<file path="src/common/wrtc_pkg.sv">
// Constants for the watch-style real-time clock block
//
// Overview of operation
// - Timekeeping runs from an external 32.768 kHz crystal clock, not the core clock.
// - A prescaler divides the crystal clock down to a 1 Hz second tick.
// - Time is held in 6-bit seconds, 6-bit minutes, 5-bit hours, 8-bit days.
// - Software may enable periodic interrupts on each second, minute or day tick.
// - An enabled alarm interrupts when the running time equals its programmed value.
// - Two alarms: one matches time of day, one matches day and time.
// - Stopwatch loads a programmed value and counts down per minute while enabled.
// - An enabled stopwatch raises an interrupt when its countdown underflows.
// - Every interrupt cause can wake the processor from low power.
// - Counting never pauses for processor power states.
package wrtc_pkg;
    // ----------------------------------------
    // Timing
    // ----------------------------------------
    localparam int unsigned XTAL_HZ = 32768;
    localparam int unsigned TICK_HZ = 1;
    localparam int unsigned DIV_COUNT = XTAL_HZ / TICK_HZ;
    localparam int unsigned SW_WIDTH = 16;
    // ----------------------------------------
    // Register offsets (byte addresses)
    // ----------------------------------------
    localparam logic [7:0] TIME_OFF = 8'h00;
    localparam logic [7:0] CTRL_OFF = 8'h04;
    localparam logic [7:0] STAT_OFF = 8'h08;
    localparam logic [7:0] ALM0_OFF = 8'h0C;
    localparam logic [7:0] ALM1_OFF = 8'h10;
    localparam logic [7:0] SWCH_OFF = 8'h14;
    // ----------------------------------------
    // Time word layout and limits
    // ----------------------------------------
    localparam int SEC_LSB = 0;
    localparam int MIN_LSB = 8;
    localparam int HOUR_LSB = 16;
    localparam int DAY_LSB = 24;
    localparam logic [5:0] SEC_MAX = 6'h3B;
    localparam logic [5:0] MIN_MAX = 6'h3B;
    localparam logic [4:0] HOUR_MAX = 5'h17;
    localparam logic [31:0] TOD_MASK = 32'h001F_3F3F;
    localparam logic [31:0] DAYT_MASK = 32'hFF1F_3F3F;
    // ----------------------------------------
    // Event bits: same position in control and status
    // ----------------------------------------
    localparam int EV_SEC = 0;
    localparam int EV_MIN = 1;
    localparam int EV_DAY = 2;
    localparam int EV_ALM0 = 3;
    localparam int EV_ALM1 = 4;
    localparam int EV_SW = 5;
    localparam int N_EV = 6;
    localparam logic [N_EV-1:0] CTRL_RST = 6'h00;
    localparam logic [31:0] WORD_RST = 32'h0000_0000;
endpackage : wrtc_pkg

</file>
<file path="src/common/wrtc_if.sv">
// Tick and stopwatch signals shared inside the real-time clock
`timescale 1ns/1ps
interface wrtc_if #(parameter int SW_W = 16);
    logic sec_tick;
    logic min_tick;
    logic sw_load;
    logic sw_en;
    logic sw_under;
    logic [SW_W-1:0] sw_value;
    logic [SW_W-1:0] sw_count;
    modport ctl (input sec_tick, sw_count, sw_under, output min_tick, sw_load, sw_en, sw_value);
    modport pre (output sec_tick);
    modport sw (input min_tick, sw_load, sw_en, sw_value, output sw_count, sw_under);
endinterface : wrtc_if

</file>
<file path="src/rtl/wrtc_prescale.sv">
// Crystal edge counter producing the one-second tick
`timescale 1ns/1ps
module wrtc_prescale import wrtc_pkg::*; #(
    parameter int unsigned DIV = DIV_COUNT
) (
    input wire logic clk_in,  // System clock
    input wire logic srst_in, // Synchronous reset
    input wire logic xtal_in, // Crystal clock level
    wrtc_if.pre tk            // Tick out
);
    localparam int DW = $clog2(DIV);
    localparam logic [DW-1:0] LAST = DW'(DIV - 1);
    logic xtal_reg;
    logic [DW-1:0] div_reg;
    logic tick_reg;
    logic rise;

    assign rise = xtal_in & ~xtal_reg;
    assign tk.sec_tick = tick_reg;

    always_ff @(posedge clk_in) begin
        // Tracks the pin through reset, so a high crystal at release is no edge
        xtal_reg <= xtal_in;
    end

    // Count crystal rising edges, never gated by power state
    always_ff @(posedge clk_in) begin
        if (srst_in) begin
            div_reg <= '0;
        end else if (rise) begin
            div_reg <= (div_reg == LAST) ? '0 : div_reg + 1'b1;
        end
    end

    always_ff @(posedge clk_in) begin
        tick_reg <= !srst_in && rise && (div_reg == LAST);
    end
endmodule : wrtc_prescale

</file>
<file path="src/rtl/wrtc_stopwatch.sv">
// Minute-resolution countdown stopwatch
`timescale 1ns/1ps
module wrtc_stopwatch #(
    parameter int SW_W = 16
) (
    input wire logic clk_in,  // System clock
    input wire logic srst_in, // Synchronous reset
    wrtc_if.sw sw             // Control and count
);
    logic [SW_W-1:0] count_reg;
    logic under_reg;

    assign sw.sw_count = count_reg;
    assign sw.sw_under = under_reg;

    // Load wins over a minute tick in the same cycle
    always_ff @(posedge clk_in) begin
        if (srst_in) begin
            count_reg <= '0;
        end else if (sw.sw_load) begin
            count_reg <= sw.sw_value;
        end else if (sw.sw_en && sw.min_tick) begin
            count_reg <= count_reg - 1'b1;
        end
    end

    always_ff @(posedge clk_in) begin
        under_reg <= !srst_in && !sw.sw_load && sw.sw_en && sw.min_tick && (count_reg == '0);
    end
endmodule : wrtc_stopwatch

</file>
<file path="src/rtl/wrtc_top.sv">
// Real-time clock: time counters, alarms, flags and register port
`timescale 1ns/1ps
module wrtc_top import wrtc_pkg::*; #(
    parameter int unsigned DIV = DIV_COUNT,
    parameter int SW_W = SW_WIDTH
) (
    input wire logic clk_in,          // 200 MHz clock
    input wire logic srst_in,         // Synchronous reset
    input wire logic xtal_in,         // 32.768 kHz crystal level
    input wire logic [7:0] addr_in,   // Register byte address
    input wire logic [31:0] wdata_in, // Write data
    input wire logic wr_in,           // Write strobe
    input wire logic rd_in,           // Read strobe
    output logic [31:0] rdata_out,    // Read data, cycle after strobe
    output logic irq_out              // Interrupt and wake request
);
    // ----------------------------------------
    // Declarations
    // ----------------------------------------
    wrtc_if #(.SW_W(SW_W)) tk ();
    logic [5:0] sec_reg;
    logic [5:0] min_reg;
    logic [4:0] hour_reg;
    logic [7:0] day_reg;
    logic [N_EV-1:0] ctrl_reg;
    logic [N_EV-1:0] stat_reg;
    logic [N_EV-1:0] stat_next;
    logic [N_EV-1:0] ev;
    logic [31:0] alm0_reg;
    logic [31:0] alm1_reg;
    logic [31:0] rdata_reg;
    logic irq_reg;
    logic tick_d_reg;
    logic min_d_reg;
    logic day_d_reg;
    logic tick;
    logic min_evt;
    logic hour_evt;
    logic day_evt;
    logic time_wr;
    logic [31:0] now;

    function automatic logic hit(input logic [7:0] a, input logic [7:0] off, input logic stb);
        hit = stb && (a == off);
    endfunction : hit

    function automatic logic [31:0] pack_time(input logic [5:0] s, input logic [5:0] m,
                                              input logic [4:0] h, input logic [7:0] d);
        pack_time = {d, 3'h0, h, 2'h0, m, 2'h0, s};
    endfunction : pack_time

    // ----------------------------------------
    // Submodules
    // ----------------------------------------
    wrtc_prescale #(.DIV(DIV)) u_pre (
        .clk_in(clk_in),
        .srst_in(srst_in),
        .xtal_in(xtal_in),
        .tk(tk.pre)
    );

    wrtc_stopwatch #(.SW_W(SW_W)) u_sw (
        .clk_in(clk_in),
        .srst_in(srst_in),
        .sw(tk.sw)
    );

    // ----------------------------------------
    // Time counters
    // ----------------------------------------
    assign tick = tk.sec_tick;
    assign min_evt = tick && (sec_reg >= SEC_MAX);
    assign hour_evt = min_evt && (min_reg >= MIN_MAX);
    assign day_evt = hour_evt && (hour_reg >= HOUR_MAX);
    assign time_wr = hit(addr_in, TIME_OFF, wr_in);
    assign now = pack_time(sec_reg, min_reg, hour_reg, day_reg);

    // A software load wins over a tick in the same cycle
    always_ff @(posedge clk_in) begin
        if (srst_in) begin
            sec_reg <= '0;
            min_reg <= '0;
            hour_reg <= '0;
            day_reg <= '0;
        end else if (time_wr) begin
            sec_reg <= wdata_in[SEC_LSB +: 6];
            min_reg <= wdata_in[MIN_LSB +: 6];
            hour_reg <= wdata_in[HOUR_LSB +: 5];
            day_reg <= wdata_in[DAY_LSB +: 8];
        end else if (tick) begin
            sec_reg <= min_evt ? '0 : sec_reg + 1'b1;
            if (min_evt) begin
                min_reg <= hour_evt ? '0 : min_reg + 1'b1;
            end
            if (hour_evt) begin
                hour_reg <= day_evt ? '0 : hour_reg + 1'b1;
            end
            if (day_evt) begin
                day_reg <= day_reg + 1'b1;
            end
        end
    end

    // Events are judged one cycle late, against the updated counters
    always_ff @(posedge clk_in) begin
        if (srst_in) begin
            tick_d_reg <= 1'b0;
            min_d_reg <= 1'b0;
            day_d_reg <= 1'b0;
        end else begin
            tick_d_reg <= tick && !time_wr;
            min_d_reg <= min_evt && !time_wr;
            day_d_reg <= day_evt && !time_wr;
        end
    end

    // ----------------------------------------
    // Stopwatch control
    // ----------------------------------------
    assign tk.min_tick = min_d_reg;
    assign tk.sw_load = hit(addr_in, SWCH_OFF, wr_in);
    assign tk.sw_value = wdata_in[SW_W-1:0];
    assign tk.sw_en = ctrl_reg[EV_SW];

    // ----------------------------------------
    // Control and alarm registers
    // ----------------------------------------
    always_ff @(posedge clk_in) begin
        if (srst_in) begin
            ctrl_reg <= CTRL_RST;
        end else if (hit(addr_in, CTRL_OFF, wr_in)) begin
            ctrl_reg <= wdata_in[N_EV-1:0];
        end
    end

    always_ff @(posedge clk_in) begin
        if (srst_in) begin
            alm0_reg <= WORD_RST;
            alm1_reg <= WORD_RST;
        end else begin
            if (hit(addr_in, ALM0_OFF, wr_in)) begin
                alm0_reg <= wdata_in & TOD_MASK;
            end
            if (hit(addr_in, ALM1_OFF, wr_in)) begin
                alm1_reg <= wdata_in & DAYT_MASK;
            end
        end
    end

    // ----------------------------------------
    // Event flags
    // ----------------------------------------
    always_comb begin
        ev = '0;
        ev[EV_SEC] = tick_d_reg && ctrl_reg[EV_SEC];
        ev[EV_MIN] = min_d_reg && ctrl_reg[EV_MIN];
        ev[EV_DAY] = day_d_reg && ctrl_reg[EV_DAY];
        ev[EV_ALM0] = tick_d_reg && ctrl_reg[EV_ALM0] && ((now & TOD_MASK) == alm0_reg);
        ev[EV_ALM1] = tick_d_reg && ctrl_reg[EV_ALM1] && (now == alm1_reg);
        ev[EV_SW] = tk.sw_under;
    end

    // Write one to clear; a new event in the clearing cycle survives
    always_comb begin
        stat_next = stat_reg | ev;
        if (hit(addr_in, STAT_OFF, wr_in)) begin
            stat_next = (stat_reg & ~wdata_in[N_EV-1:0]) | ev;
        end
    end

    always_ff @(posedge clk_in) begin
        stat_reg <= srst_in ? '0 : stat_next;
    end

    // Any pending flag requests service and wake
    always_ff @(posedge clk_in) begin
        irq_reg <= !srst_in && (|stat_next);
    end

    assign irq_out = irq_reg;

    // ----------------------------------------
    // Read port
    // ----------------------------------------
    always_ff @(posedge clk_in) begin
        if (srst_in || !rd_in) begin
            rdata_reg <= '0;
        end else begin
            unique case (addr_in)
                TIME_OFF: rdata_reg <= now;
                CTRL_OFF: rdata_reg <= {{(32-N_EV){1'b0}}, ctrl_reg};
                STAT_OFF: rdata_reg <= {{(32-N_EV){1'b0}}, stat_reg};
                ALM0_OFF: rdata_reg <= alm0_reg;
                ALM1_OFF: rdata_reg <= alm1_reg;
                SWCH_OFF: rdata_reg <= {{(32-SW_W){1'b0}}, tk.sw_count};
                default: rdata_reg <= '0;
            endcase
        end
    end

    assign rdata_out = rdata_reg;
endmodule : wrtc_top

</file>
<file path="config.mk">
export PLATFORM = sky130hd
export DESIGN_NAME = wrtc_top
export DESIGN_NICKNAME = d
export VERILOG_FILES = /design/src/common/wrtc_pkg.sv /design/src/common/wrtc_if.sv /design/src/rtl/wrtc_prescale.sv /design/src/rtl/wrtc_stopwatch.sv /design/src/rtl/wrtc_top.sv
export SDC_FILE = /design/constraint.sdc
export NUM_CORES = 1
export LEC_CHECK = 0
export CORE_ASPECT_RATIO = 1.4
export CORE_MARGIN = 2
export CORE_UTILIZATION = 40
export CTS_CLUSTER_SIZE = 30
export DETAILED_ROUTE_END_ITERATION = 16
export DONT_BUFFER_PORTS = 1
export PLACE_DENSITY = 0.55
export RECOVER_POWER = 100
export SLEW_MARGIN = 0
export SYNTH_ARGS = -nofsm -noshare
export SYNTH_HDL_FRONTEND = slang
export SYNTH_SLANG_ARGS = --single-unit
</file>
<file path="constraint.sdc">
create_clock -name clk_in -period 2.75 [get_ports clk_in]
set_clock_uncertainty 0.15 [all_clocks]
set_input_delay 0.275 -clock clk_in [delete_from_list [all_inputs] [get_ports clk_in]]
set_output_delay 0.275 -clock clk_in [all_outputs]
set_load 0.01 [all_outputs]
</file>
==> results of run 1 <==
-- cells in the mapped netlist (8+ instances only) --
cell type and count:
o21ai_0 10, mux2i_1 16, nand2_1 102, clkbuf_1 40
nor3_1 22, a211oi_1 23, a22oi_1 38, nand3_1 33
xor2_1 39, nor2_1 95, dfxtp_1 146, nor4_1 9
xnor2_1 38, nand4_1 19, buf_2 17, a21oi_1 62
and2_1 8
-- cell families (layout without fill, tap and decap cells) --
logic type | count (synthesis) | after routing | synth area share, %
simple gates | 338 | 338 | 24.0
xor+xnor | 77 | 77 | 9.59
fa+ha+maj | 7 | 7 | 1.25
compound gates | 173 | 173 | 16.6
other cells | 1 | 3 | 0.0533
mux | 18 | 18 | 2.60
flops | 146 | 146 | 41.6
buf+inv | 71 | 93 | 4.41
-- worst max-delay path, cell delays in order, from the launching register on --
cell and delay [ns]:
dfxtp_1 0.36, or4_1 0.70, nor3_4 0.29, nand2_1 0.10, xor2_1 0.16, a211oi_2 0.20
dlygate4sd3_1 0.56
-- path summary, 6_finish.rpt --
| check | start | end | slack (ns) | cells past startpoint |
|---|---|---|---|---|
| setup / recovery | u_sw.sw.sw_count[2] | u_sw.sw.sw_count[14] | 0.18 | 6 |
| hold / removal | srst_in | u_sw.sw.sw_under | 0.05 | 3 |
| setup reg to reg | u_sw.sw.sw_count[2] | u_sw.sw.sw_count[14] | 0.18 | 6 |
| hold reg to reg | alm0_reg[13] | alm0_reg[13] | 0.34 | 2 |
-- what timing repair did --
action	CTS	global route
gates resized for setup	0	1
endpoints found under the hold margin	106	0
setup endpoints to repair	0	1
hold buffers	32	0
-- cell type report --
cell class	instances	area [um2]
clock inverter	15	151
inverter	7	26.3
fill	1797	9200
tap	236	295
multi-input combinational	616	3750
clock buffer	17	425
timing repair buffer	54	490
sequential	146	2920
-- through the flow --
step / instances / hold slack [ns] / cell area, um2
after global routing: 1091 / 0.0454 / 8060
final: 1091 / 0.0513 / 8060
after global placement: 1027 / 0.153 / 7230
after detailed placement: 1027 / 0.153 / 7230
after floorplan: 833 / 0.153 / 7040
after CTS: 1091 / 0.0263 / 8150
-- per-layer routing --
layer / part of all wire (%) / vias up / global-route usage [%] / routed length [um]
li1: - / 2956 / - / -
met1: 42 / 2905 / 29.6 / 8710
met2: 49 / 234 / 37.3 / 10300
met4: 4.2 / 0 / 11.4 / 874
met3: 5.0 / 52 / 4.68 / 1050
met5: 0 / - / 0 / 0
-- power by group through the flow --
stage | sequential, W | clock (W) | combinational, W
2_1_floorplan | 0.00217 | 0 | 0.0000854
3_3_place_gp | 0.00217 | 0 | 0.0000624
3_5_place_dp | 0.00217 | 0 | 0.0000631
4_1_cts | 0.00212 | 0.00231 | 0.000157
5_1_grt | 0.00212 | 0.00241 | 0.000168
6_report | 0.00213 | 0.00226 | 0.000156
==> results.py, run 1 <==
metrics = {
    "cells_and_area": {
        "final_core_util_pct": 46.7,
        "final_common_cell": "dfxtp_1",
        "area_delta_synth_final_pct": 14.6,
        "fin_nets": 894,
        "largest_reg_flops": 29,
        "layout_common_cells": "dfxtp_1, nand2_1, nor2_1, a21oi_1, xor2_1",
        "antenna_cells": 0,
        "drive_above_1_share_pct": 7.02,
    },
    "pwr": {
        "power_w": 0.00455,
        "switching_share_pct": 24.1,
        "power_density_mw_per_mm2": 564,
        "comb_power_share_pct": 3.4,
        "seqPwrFrac_pct": 46.8,
        "p_leak_nw": 2.82,
        "internal_power_w": 0.00345,
        "vdd_drop_max_v": 0.000365,
        "power_switching_w": 0.00110,
        "p_clk_share_pct": 49.8,
    },
    "route": {
        "wl_per_cell_um": 19.2,
        "drc_errors": 0,
        "via_count": 6147,
        "drtPass1Iterations": 5,
        "final_antenna_net_count": 0,
        "vias_per_cell": 5.63,
        "first_iter_violations": 411,
        "routed_wl_um": 20900,
    },
    "synthesis": {
        "synth_edf_count": 0,
        "yosys-top-cells-area": "dfxtp_1, nand2_1, nor2_1",
        "yosysTopAreaCellShare_pct": 41.6,
        "ys_ff_latch": 146,
        "synth_area_leader_cell": "dfxtp_1",
        "ys_warn_count": 0,
        "ys_seq_area_share_pct": 41.6,
        "syn_inst": 831,
        "synth_cell_types": 68,
        "synth_flop_cell": "dfxtp_1",
        "ys_async_sr_fraction_pct": 0,
        "syn_area_per_cell_um2": 8.46,
        "synth_area_mm2": 0.00703,
    },
    "grt": {
        "antenna_found_initial": 0,
        "grt_first_pass_wirelength_um": 33300,
        "grt_use_total_pct": 23.3,
        "grt_pass1_vias": 6039,
        "globalRoute.totalOverflow": 0,
        "grt_max_degree": 108,
    },
    "floorplan": {
        "dieArea_mm2": 0.0187,
        "die_w_um": 116,
        "row_count": 57,
        "core_area_mm2": 0.0173,
        "start_util_pct": 40.8,
        "die_h_um": 161,
        "ios": 78,
    },
    "sta": {
        "worst_slack_ns": 0.183,
        "finalSetupViolations": 0,
        "finalMaxSlewViolations": 0,
        "worst_slew_pin_slew_ns": 1.17,
        "timing.fmax_mhz": 390,
        "finalHoldViolCount": 0,
        "rsz0062_at_grt": "no",
        "setup_tns_ns": 0,
        "post-route-period-util_pct": 93.4,
        "slew-limit-headroom_pct": 22.3,
        "fin_crit_ns": 2.57,
    },
    "place": {
        "hpwl_um": 14200,
        "dp_worst_setup_slack_ns": 0.423,
        "portBuffers": 0,
        "gp_congestion": 0.926,
    },
    "critical_path": {
        "path_class": "flop to flop",
        "crit_fanout": 6,
        "critPathArrivalTime_ns": 2.79,
        "end_kind": "flop",
        "startpoint_type": "flop",
        "cp.required_ns": 2.97,
    },
    "worst_hold_path": {
        "min_path_type": "primary input to flop",
    },
    "clock_tree": {
        "cts.path.max_buffers": 2,
        "cts.clk_slew.worst_paths_ns": 0.06,
        "cts_buffers": 17,
        "htree_levels": 4,
        "cts-root-buf": "clkbuf_16",
        "clk_latency_ns": 0.43,
        "post_cts_buffers": 0,
        "clock-sinks": 146,
        "cts_tree": "done",
    },
    "run_status": {
        "status": "completed",
    },
    "flow_run": {
        "timing.max_cap.violations": 0,
    },
}
No activity file was read; power rests on OpenSTA's default activity.
==> inputs of run 2 (changes only) <==
--- a/config.mk
+++ b/config.mk
@@ -5,6 +5,7 @@
 export SDC_FILE = /design/constraint.sdc
 export NUM_CORES = 1
 export LEC_CHECK = 0
+export ABC_AREA = 1
 export CORE_ASPECT_RATIO = 1.4
 export CORE_MARGIN = 2
 export CORE_UTILIZATION = 40
@@ -16,4 +17,5 @@
 export SLEW_MARGIN = 0
 export SYNTH_ARGS = -nofsm -noshare
 export SYNTH_HDL_FRONTEND = slang
+export SYNTH_HIERARCHICAL = 1
 export SYNTH_SLANG_ARGS = --single-unit
==> run 2 against run 1 <==
Design area is 8.9% higher. Register-to-register slack better by 0.38 ns. Flip-flop and latch count stayed put. Setup slack better by 0.25 ns. Power is 6.6% higher. Sequential power hardly changed. Clock power is 13% higher. Routed wire length is 17% higher. Global-route usage is 1.4 points higher. Worst hold slack worse by 0.027 ns. Critical path depth is 6 higher. Non-clock buffer count is 5 lower. Critical path type is now primary input to flop.
==> results.py, run 2 <==
metrics = {
    "synthesis": {
        "synth_xor_xnor_area_share_pct": 2.85,
        "ys_ff_latch": 146,
        "synth_edf_count": 0,
        "synthSimpleGateAreaFrac_pct": 31.2,
        "synth_top_family_by_area": "simple AND/OR/NAND/NOR gates",
        "ys_warn_count": 6,
        "ys_seq_area_share_pct": 38.0,
        "synth-compound-area-share_pct": 16.2,
        "synth_adder_area_share_pct": 0.977,
        "syn_area_per_cell_um2": 6.78,
        "synth_most_common_cell": "nand2_1",
        "synthTopCellsByCount": "nand2_1, dfxtp_1, inv_1, nor2_1, nand3_1",
        "syn_inst": 1133,
        "synthMuxAreaShare_pct": 0,
        "synth_cell_types": 45,
        "yosysTopAreaCellShare_pct": 38.0,
        "synth_flop_cell": "dfxtp_1",
        "ys_async_sr_fraction_pct": 0,
        "yosys-top-cells-area": "dfxtp_1, nand2_1, inv_1",
        "synth_area_leader_cell": "dfxtp_1",
        "synth_area_mm2": 0.00768,
    },
    "floorplan": {
        "ios": 78,
        "die_w_um": 121,
        "core_area_mm2": 0.0190,
        "row_count": 60,
        "start_util_pct": 40.5,
        "dieArea_mm2": 0.0203,
        "die_h_um": 168,
    },
    "route": {
        "final_antenna_net_count": 0,
        "drc_errors": 0,
        "drtPass1Iterations": 5,
        "vias_per_cell": 5.16,
        "via_count": 7343,
        "wl_per_cell_um": 17.1,
        "first_iter_violations": 505,
        "routed_wl_um": 24400,
    },
    "pwr": {
        "internal_power_w": 0.00379,
        "p_clk_share_pct": 52.6,
        "power_switching_w": 0.00106,
        "vdd_drop_max_v": 0.000370,
        "seqPwrFrac_pct": 43.9,
        "comb_power_share_pct": 3.5,
        "switching_share_pct": 21.8,
        "p_leak_nw": 3.54,
        "power_density_mw_per_mm2": 552,
    },
    "clock_tree": {
        "cts-root-buf": "clkbuf_16",
        "cts_buffers": 17,
        "cts_tree": "done",
        "post_cts_buffers": 0,
        "clk_latency_ns": 0.43,
        "htree_levels": 4,
        "cts.path.max_buffers": 2,
        "cts.clk_slew.worst_paths_ns": 0.06,
        "clock-sinks": 146,
    },
    "sta": {
        "finalMaxSlewViolations": 0,
        "worst_slack_ns": 0.435,
        "slew-limit-headroom_pct": 29.8,
        "setup_tns_ns": 0,
        "timing.fmax_mhz": 432,
        "worst_slew_pin_slew_ns": 1.05,
        "post-route-period-util_pct": 84.2,
        "finalSetupViolations": 0,
        "rsz0062_at_grt": "no",
        "fin_crit_ns": 2.32,
        "finalHoldViolCount": 0,
    },
    "critical_path": {
        "path_class": "primary input to flop",
        "r2r_cells": 10,
        "critPathArrivalTime_ns": 2.49,
        "timing.rr.end": "day_reg[1]",
        "startpoint_type": "primary input",
        "cp.required_ns": 2.93,
        "cp-startpoint": "addr_in[7]",
        "rr_startpoint": "sec_reg[0]",
        "crit_chain": "nor2_1 -> nand2_1 -> clkinvlp_2 -> nand2_4 -> nor2_1 -> inv_4 -> nand2_2 -> inv_1 -> nand3_1 -> nand3_1 -> nand2_1 -> inv_1",
        "timing.reg2reg.setup_slack_ns": 0.56,
        "end_kind": "flop",
        "crit_fanout": 18,
        "cp_slowest_stage_delay_ns": 0.67,
        "cp_slowest_cell": "nor2_1",
        "endpoint": "min_reg[0]",
    },
    "flow_run": {
        "timing.max_cap.violations": 0,
    },
    "place": {
        "gp_congestion": 0.943,
        "dp_worst_setup_slack_ns": 0.580,
        "place_area_mm2": 0.00792,
        "portBuffers": 0,
        "hpwl_um": 17400,
    },
    "cells_and_area": {
        "fin_nets": 1213,
        "layout_common_cells": "nand2_1, dfxtp_1, inv_1, nor2_1, nand3_1",
        "drive_above_1_share_pct": 6.72,
        "antenna_cells": 0,
        "final_core_util_pct": 46.2,
        "final_common_cell": "nand2_1",
        "area_delta_synth_final_pct": 14.3,
        "final.fill_count": 2001,
        "largest_reg_flops": 29,
        "finalInstanceArea_mm2": 0.00878,
    },
    "grt": {
        "grt_use_total_pct": 24.7,
        "antenna_found_initial": 0,
        "grt_max_degree": 68,
        "grt_first_pass_wirelength_um": 38600,
        "grt_pass1_vias": 7080,
        "globalRoute.totalOverflow": 0,
    },
    "worst_hold_path": {
        "min_path_type": "primary input to flop",
    },
    "run_status": {
        "status": "completed",
    },
}
==> run 2: changes by cell type in the layout (fill, tap and decap cells not counted), moves of 9 or more <==
cell | before | now
nor2_1 | 96 | 143
xnor2_1 | 38 | 11
nand2_1 | 102 | 254
xor2_1 | 39 | 14
nor4_1 | 12 | 1
nor3_1 | 24 | 9
inv_1 | 7 | 144
a31oi_1 | 2 | 14
nor2_2 | 0 | 9
o21ai_1 | 2 | 12
a22oi_1 | 38 | 1
o21ai_0 | 11 | 82
nand3_1 | 34 | 86
mux2i_1 | 16 | 0
==> run 2: cell families (layout without fill, tap and decap cells) <==
kind of cell,after synthesis,count (layout)
compound gates,219,219
xor+xnor,25,25
fa+ha+maj,6,6
buf+inv,197,237
flops,146,146
other cells,1,3
simple gates,539,539
==> run 2: power by group through the flow <==
stage               sequential [W]  combinational (W)  clock, W
floorplan                  0.00217          0.0000899         0
global placement           0.00217           0.000103         0
detailed placement         0.00217           0.000103         0
CTS                        0.00213           0.000176   0.00260
global route               0.00212           0.000183   0.00270
finish                     0.00213           0.000169   0.00255
==> run 2: stage by stage <==
step / power [W] / hold WS (ns) / cells
floorplan: 0.00226 / 0.153 / 1135
global placement: 0.00228 / 0.153 / 1359
detailed placement: 0.00228 / 0.153 / 1359
CTS: 0.00490 / 0.0155 / 1423
global route: 0.00500 / 0.0445 / 1423
finish: 0.00484 / 0.0243 / 1423
==> run 2: worst min-delay path by stage <==
stage | cells after the start | to | from | slack [ns]
finish | 5 | u_pre/div_reg[13] | xtal_in | 0.02
CTS | 6 | u_pre/div_reg[13] | xtal_in | 0.02
global placement | 0 | u_pre/xtal_reg | xtal_in | 0.15
floorplan | 0 | u_pre/xtal_reg | xtal_in | 0.15
detailed placement | 0 | u_pre/xtal_reg | xtal_in | 0.15
global route | 6 | u_pre/div_reg[13] | xtal_in | 0.04
==> run 2: cell type report <==
class / count / area, um2 / share of cell area, %
Multi-Input combinational cell: 792 / 3860 / 44.0
Inverter: 156 / 589 / 6.71
Tap cell: 248 / 310 / 3.53
Timing Repair Buffer: 49 / 457 / 5.20
Clock buffer: 19 / 433 / 4.93
Clock inverter: 13 / 209 / 2.38
Sequential cell: 146 / 2920 / 33.3
==> run 2: what timing repair did <==
| action | 4_1_cts | 5_1_grt |
|---|---|---|
| gates resized for setup | 0 | 0 |
| hold buffers | 32 | 0 |
| hold endpoints to repair | 101 | 0 |
==> run 2: critical path: cells and delay by family <==
kind | cells | cell delay, ns
and+or+nand+nor | 8 | 1.47
buffers and inverters | 4 | 0.75
==> run 2: layer usage <==
layer / wire, um / part of all wire, % / track usage, %
met1: 10200 / 42 / 29.0
met2: 12800 / 52 / 44.7
met3: 969 / 4.0 / 4.17
met4: 501 / 2.1 / 8.55
met5: 0 / 0 / 0
==> inputs of run 3 (changes only) <==
--- a/config.mk
+++ b/config.mk
@@ -12,7 +12,7 @@
 export CTS_CLUSTER_SIZE = 30
 export DETAILED_ROUTE_END_ITERATION = 16
 export DONT_BUFFER_PORTS = 1
-export PLACE_DENSITY = 0.55
+export PLACE_DENSITY = 0.57
 export RECOVER_POWER = 100
 export SLEW_MARGIN = 0
 export SYNTH_ARGS = -nofsm -noshare
==> constraint.sdc (replaced) <==
create_clock -name clk_in -period 2 [get_ports clk_in]
set_clock_uncertainty 0.15 [all_clocks]
set_input_delay 0.2 -clock clk_in [delete_from_list [all_inputs] [get_ports clk_in]]
set_output_delay 0.2 -clock clk_in [all_outputs]
set_load 0.01 [all_outputs]
==> run 3 against run 2 <==
Clock power increased by 39%. Cell count increased by 1.8%. Non-clock buffer count increased by 26. Setup slack got worse by 0.38 ns. Largest power group unchanged. Register-to-register slack got worse by 0.50 ns. Flip-flop and latch count unchanged. Worst hold slack improved by 0.00096 ns. Power increased by 39%. Clock-buffer cell count increased by 1. First-iteration DRC count decreased by 0.20%. Die area unchanged. Design area increased by 3.2%.
==> results.py, run 3 (synthesized netlist as in run 2, its figures left out) <==
metrics = {
    "run_status": {
        "status": "completed",
    },
    "route": {
        "drtPass1Iterations": 5,
        "via_count": 7508,
        "routed_wl_um": 24400,
        "vias_per_cell": 5.18,
        "final_antenna_net_count": 0,
        "drc_errors": 0,
        "first_iter_violations": 504,
        "wl_per_cell_um": 16.8,
    },
    "cells_and_area": {
        "layout_common_cells": "nand2_1, dfxtp_1, inv_1, nor2_1, nand3_1",
        "largest_reg_flops": 29,
        "final_common_cell": "nand2_1",
        "final_core_util_pct": 47.7,
        "antenna_cells": 0,
        "final_cells": 1449,
        "area_delta_synth_final_pct": 18.0,
        "fin_nets": 1239,
        "final.fill_count": 1975,
        "drive_above_1_share_pct": 8.74,
    },
    "critical_path": {
        "r2r_cells": 7,
        "path_class": "flop to flop",
        "cp.required_ns": 2.22,
        "end_kind": "flop",
        "startpoint_type": "flop",
        "crit_fanout": 8,
        "critPathArrivalTime_ns": 2.17,
    },
    "grt": {
        "globalRoute.totalOverflow": 0,
        "grt_first_pass_wirelength_um": 38600,
        "grt_use_total_pct": 24.5,
        "antenna_found_initial": 0,
        "grt_pass1_vias": 7265,
        "grt_max_degree": 68,
    },
    "sta": {
        "finalMaxSlewViolations": 0,
        "rsz0062_at_grt": "yes",
        "timing.fmax_mhz": 514,
        "fin_crit_ns": 1.94,
        "worst_slew_pin_slew_ns": 0.650,
        "setup_tns_ns": 0,
        "slew-limit-headroom_pct": 56.7,
        "post-route-period-util_pct": 97.2,
        "finalHoldViolCount": 0,
        "finalSetupViolations": 0,
    },
    "pwr": {
        "internal_power_w": 0.00526,
        "seqPwrFrac_pct": 43.4,
        "comb_power_share_pct": 3.7,
        "power_w": 0.00673,
        "power_switching_w": 0.00147,
        "p_leak_nw": 3.69,
        "switching_share_pct": 21.8,
        "power_density_mw_per_mm2": 742,
        "vdd_drop_max_v": 0.000523,
        "p_clk_share_pct": 52.9,
    },
    "clock_tree": {
        "cts.clk_slew.worst_paths_ns": 0.06,
        "cts_buffers": 17,
        "htree_levels": 4,
        "post_cts_buffers": 0,
        "clk_latency_ns": 0.43,
        "cts.path.max_buffers": 2,
        "cts-root-buf": "clkbuf_16",
        "clock-sinks": 146,
        "cts_tree": "done",
    },
    "flow_run": {
        "timing.max_cap.violations": 0,
    },
    "worst_hold_path": {
        "holdPathStages": 3,
        "min_path_type": "primary input to flop",
    },
    "floorplan": {
        "die_w_um": 121,
        "dieArea_mm2": 0.0203,
        "core_area_mm2": 0.0190,
        "ios": 78,
        "row_count": 60,
        "start_util_pct": 40.5,
        "die_h_um": 168,
    },
    "place": {
        "place_inst": 1379,
        "portBuffers": 0,
        "hpwl_um": 17500,
        "gp_congestion": 0.898,
    },
}
[run 3: changes by cell type in the layout (fill, tap and decap cells not counted), sizes merged]
cell          before  now
dlymetal6s4s       0    1
dlygate4sd3       31   36
inv              154  156
clkinvlp           4    3
clkbuf            25   31
buf               12   27
clkinv             6    4
[run 3: metrics by stage]
| stage | hold WS (ns) | setup slack [ns] | area (um2) |
|---|---|---|---|
| CTS | 0.00785 | 0.0462 | 9160 |
| finish | 0.0252 | 0.0553 | 9060 |
| floorplan | 0.0777 | 0.0509 | 7700 |
| detailed placement | 0.0779 | 0.113 | 8110 |
| global route | 0.0183 | -0.0669 | 9060 |
| global placement | 0.0779 | 0.143 | 8110 |
[run 3: critical path, stage by stage, from the launching register on]
cell and delay (ns):
dfxtp_1 0.37, nand2_1 0.18, inv_2 0.18, nand2_2 0.14
inv_4 0.14, nand2_1 0.08, a21oi_2 0.10, dlygate4sd3_1 0.55
[run 3: worst paths after layout]
kind	to	slack (ns)	start
hold / removal	rdata_out[0]	0.03	rd_in
setup reg to reg	u_sw/sw.sw_count[7]	0.06	min_d_reg
hold reg to reg	u_pre/div_reg[14]	0.33	u_pre/div_reg[14]
setup / recovery	u_sw/sw.sw_count[7]	0.06	min_d_reg
[run 3: power groups by stage]
stage | Combinational, W | Clock (W) | Sequential, W
3_5_place_dp | 0.000144 | 0 | 0.00299
3_3_place_gp | 0.000145 | 0 | 0.00299
4_1_cts | 0.000253 | 0.00360 | 0.00292
5_1_grt | 0.000267 | 0.00373 | 0.00292
6_report | 0.000249 | 0.00355 | 0.00292
2_1_floorplan | 0.000125 | 0 | 0.00299
[run 3: layer usage]
layer	vias up	global-route usage, %	wire length (um)	part of all wire, %
met2	203	43.2	12100	50
met5	-	0	0	0
met3	61	3.73	891	3.7
met1	3457	29.0	10400	43
li1	3787	-	-	-
met4	0	11.2	966	4.0
[run 3: repair_timing]
action                                  4_1_cts  5_1_grt
hold buffers                                 38        0
endpoints found under the hold margin       114        0
endpoints found under the setup margin        0        5
gates resized for setup                       0        5
[run 3: cell type report]
cell class,count,area [um2],share of cell area [%]
timing repair buffer,75,683,7.54
tap,248,310,3.42
multi-input combinational,792,3910,43.1
sequential,146,2920,32.2
clock inverter,12,204,2.25
inverter,156,593,6.54
clock buffer,20,447,4.93
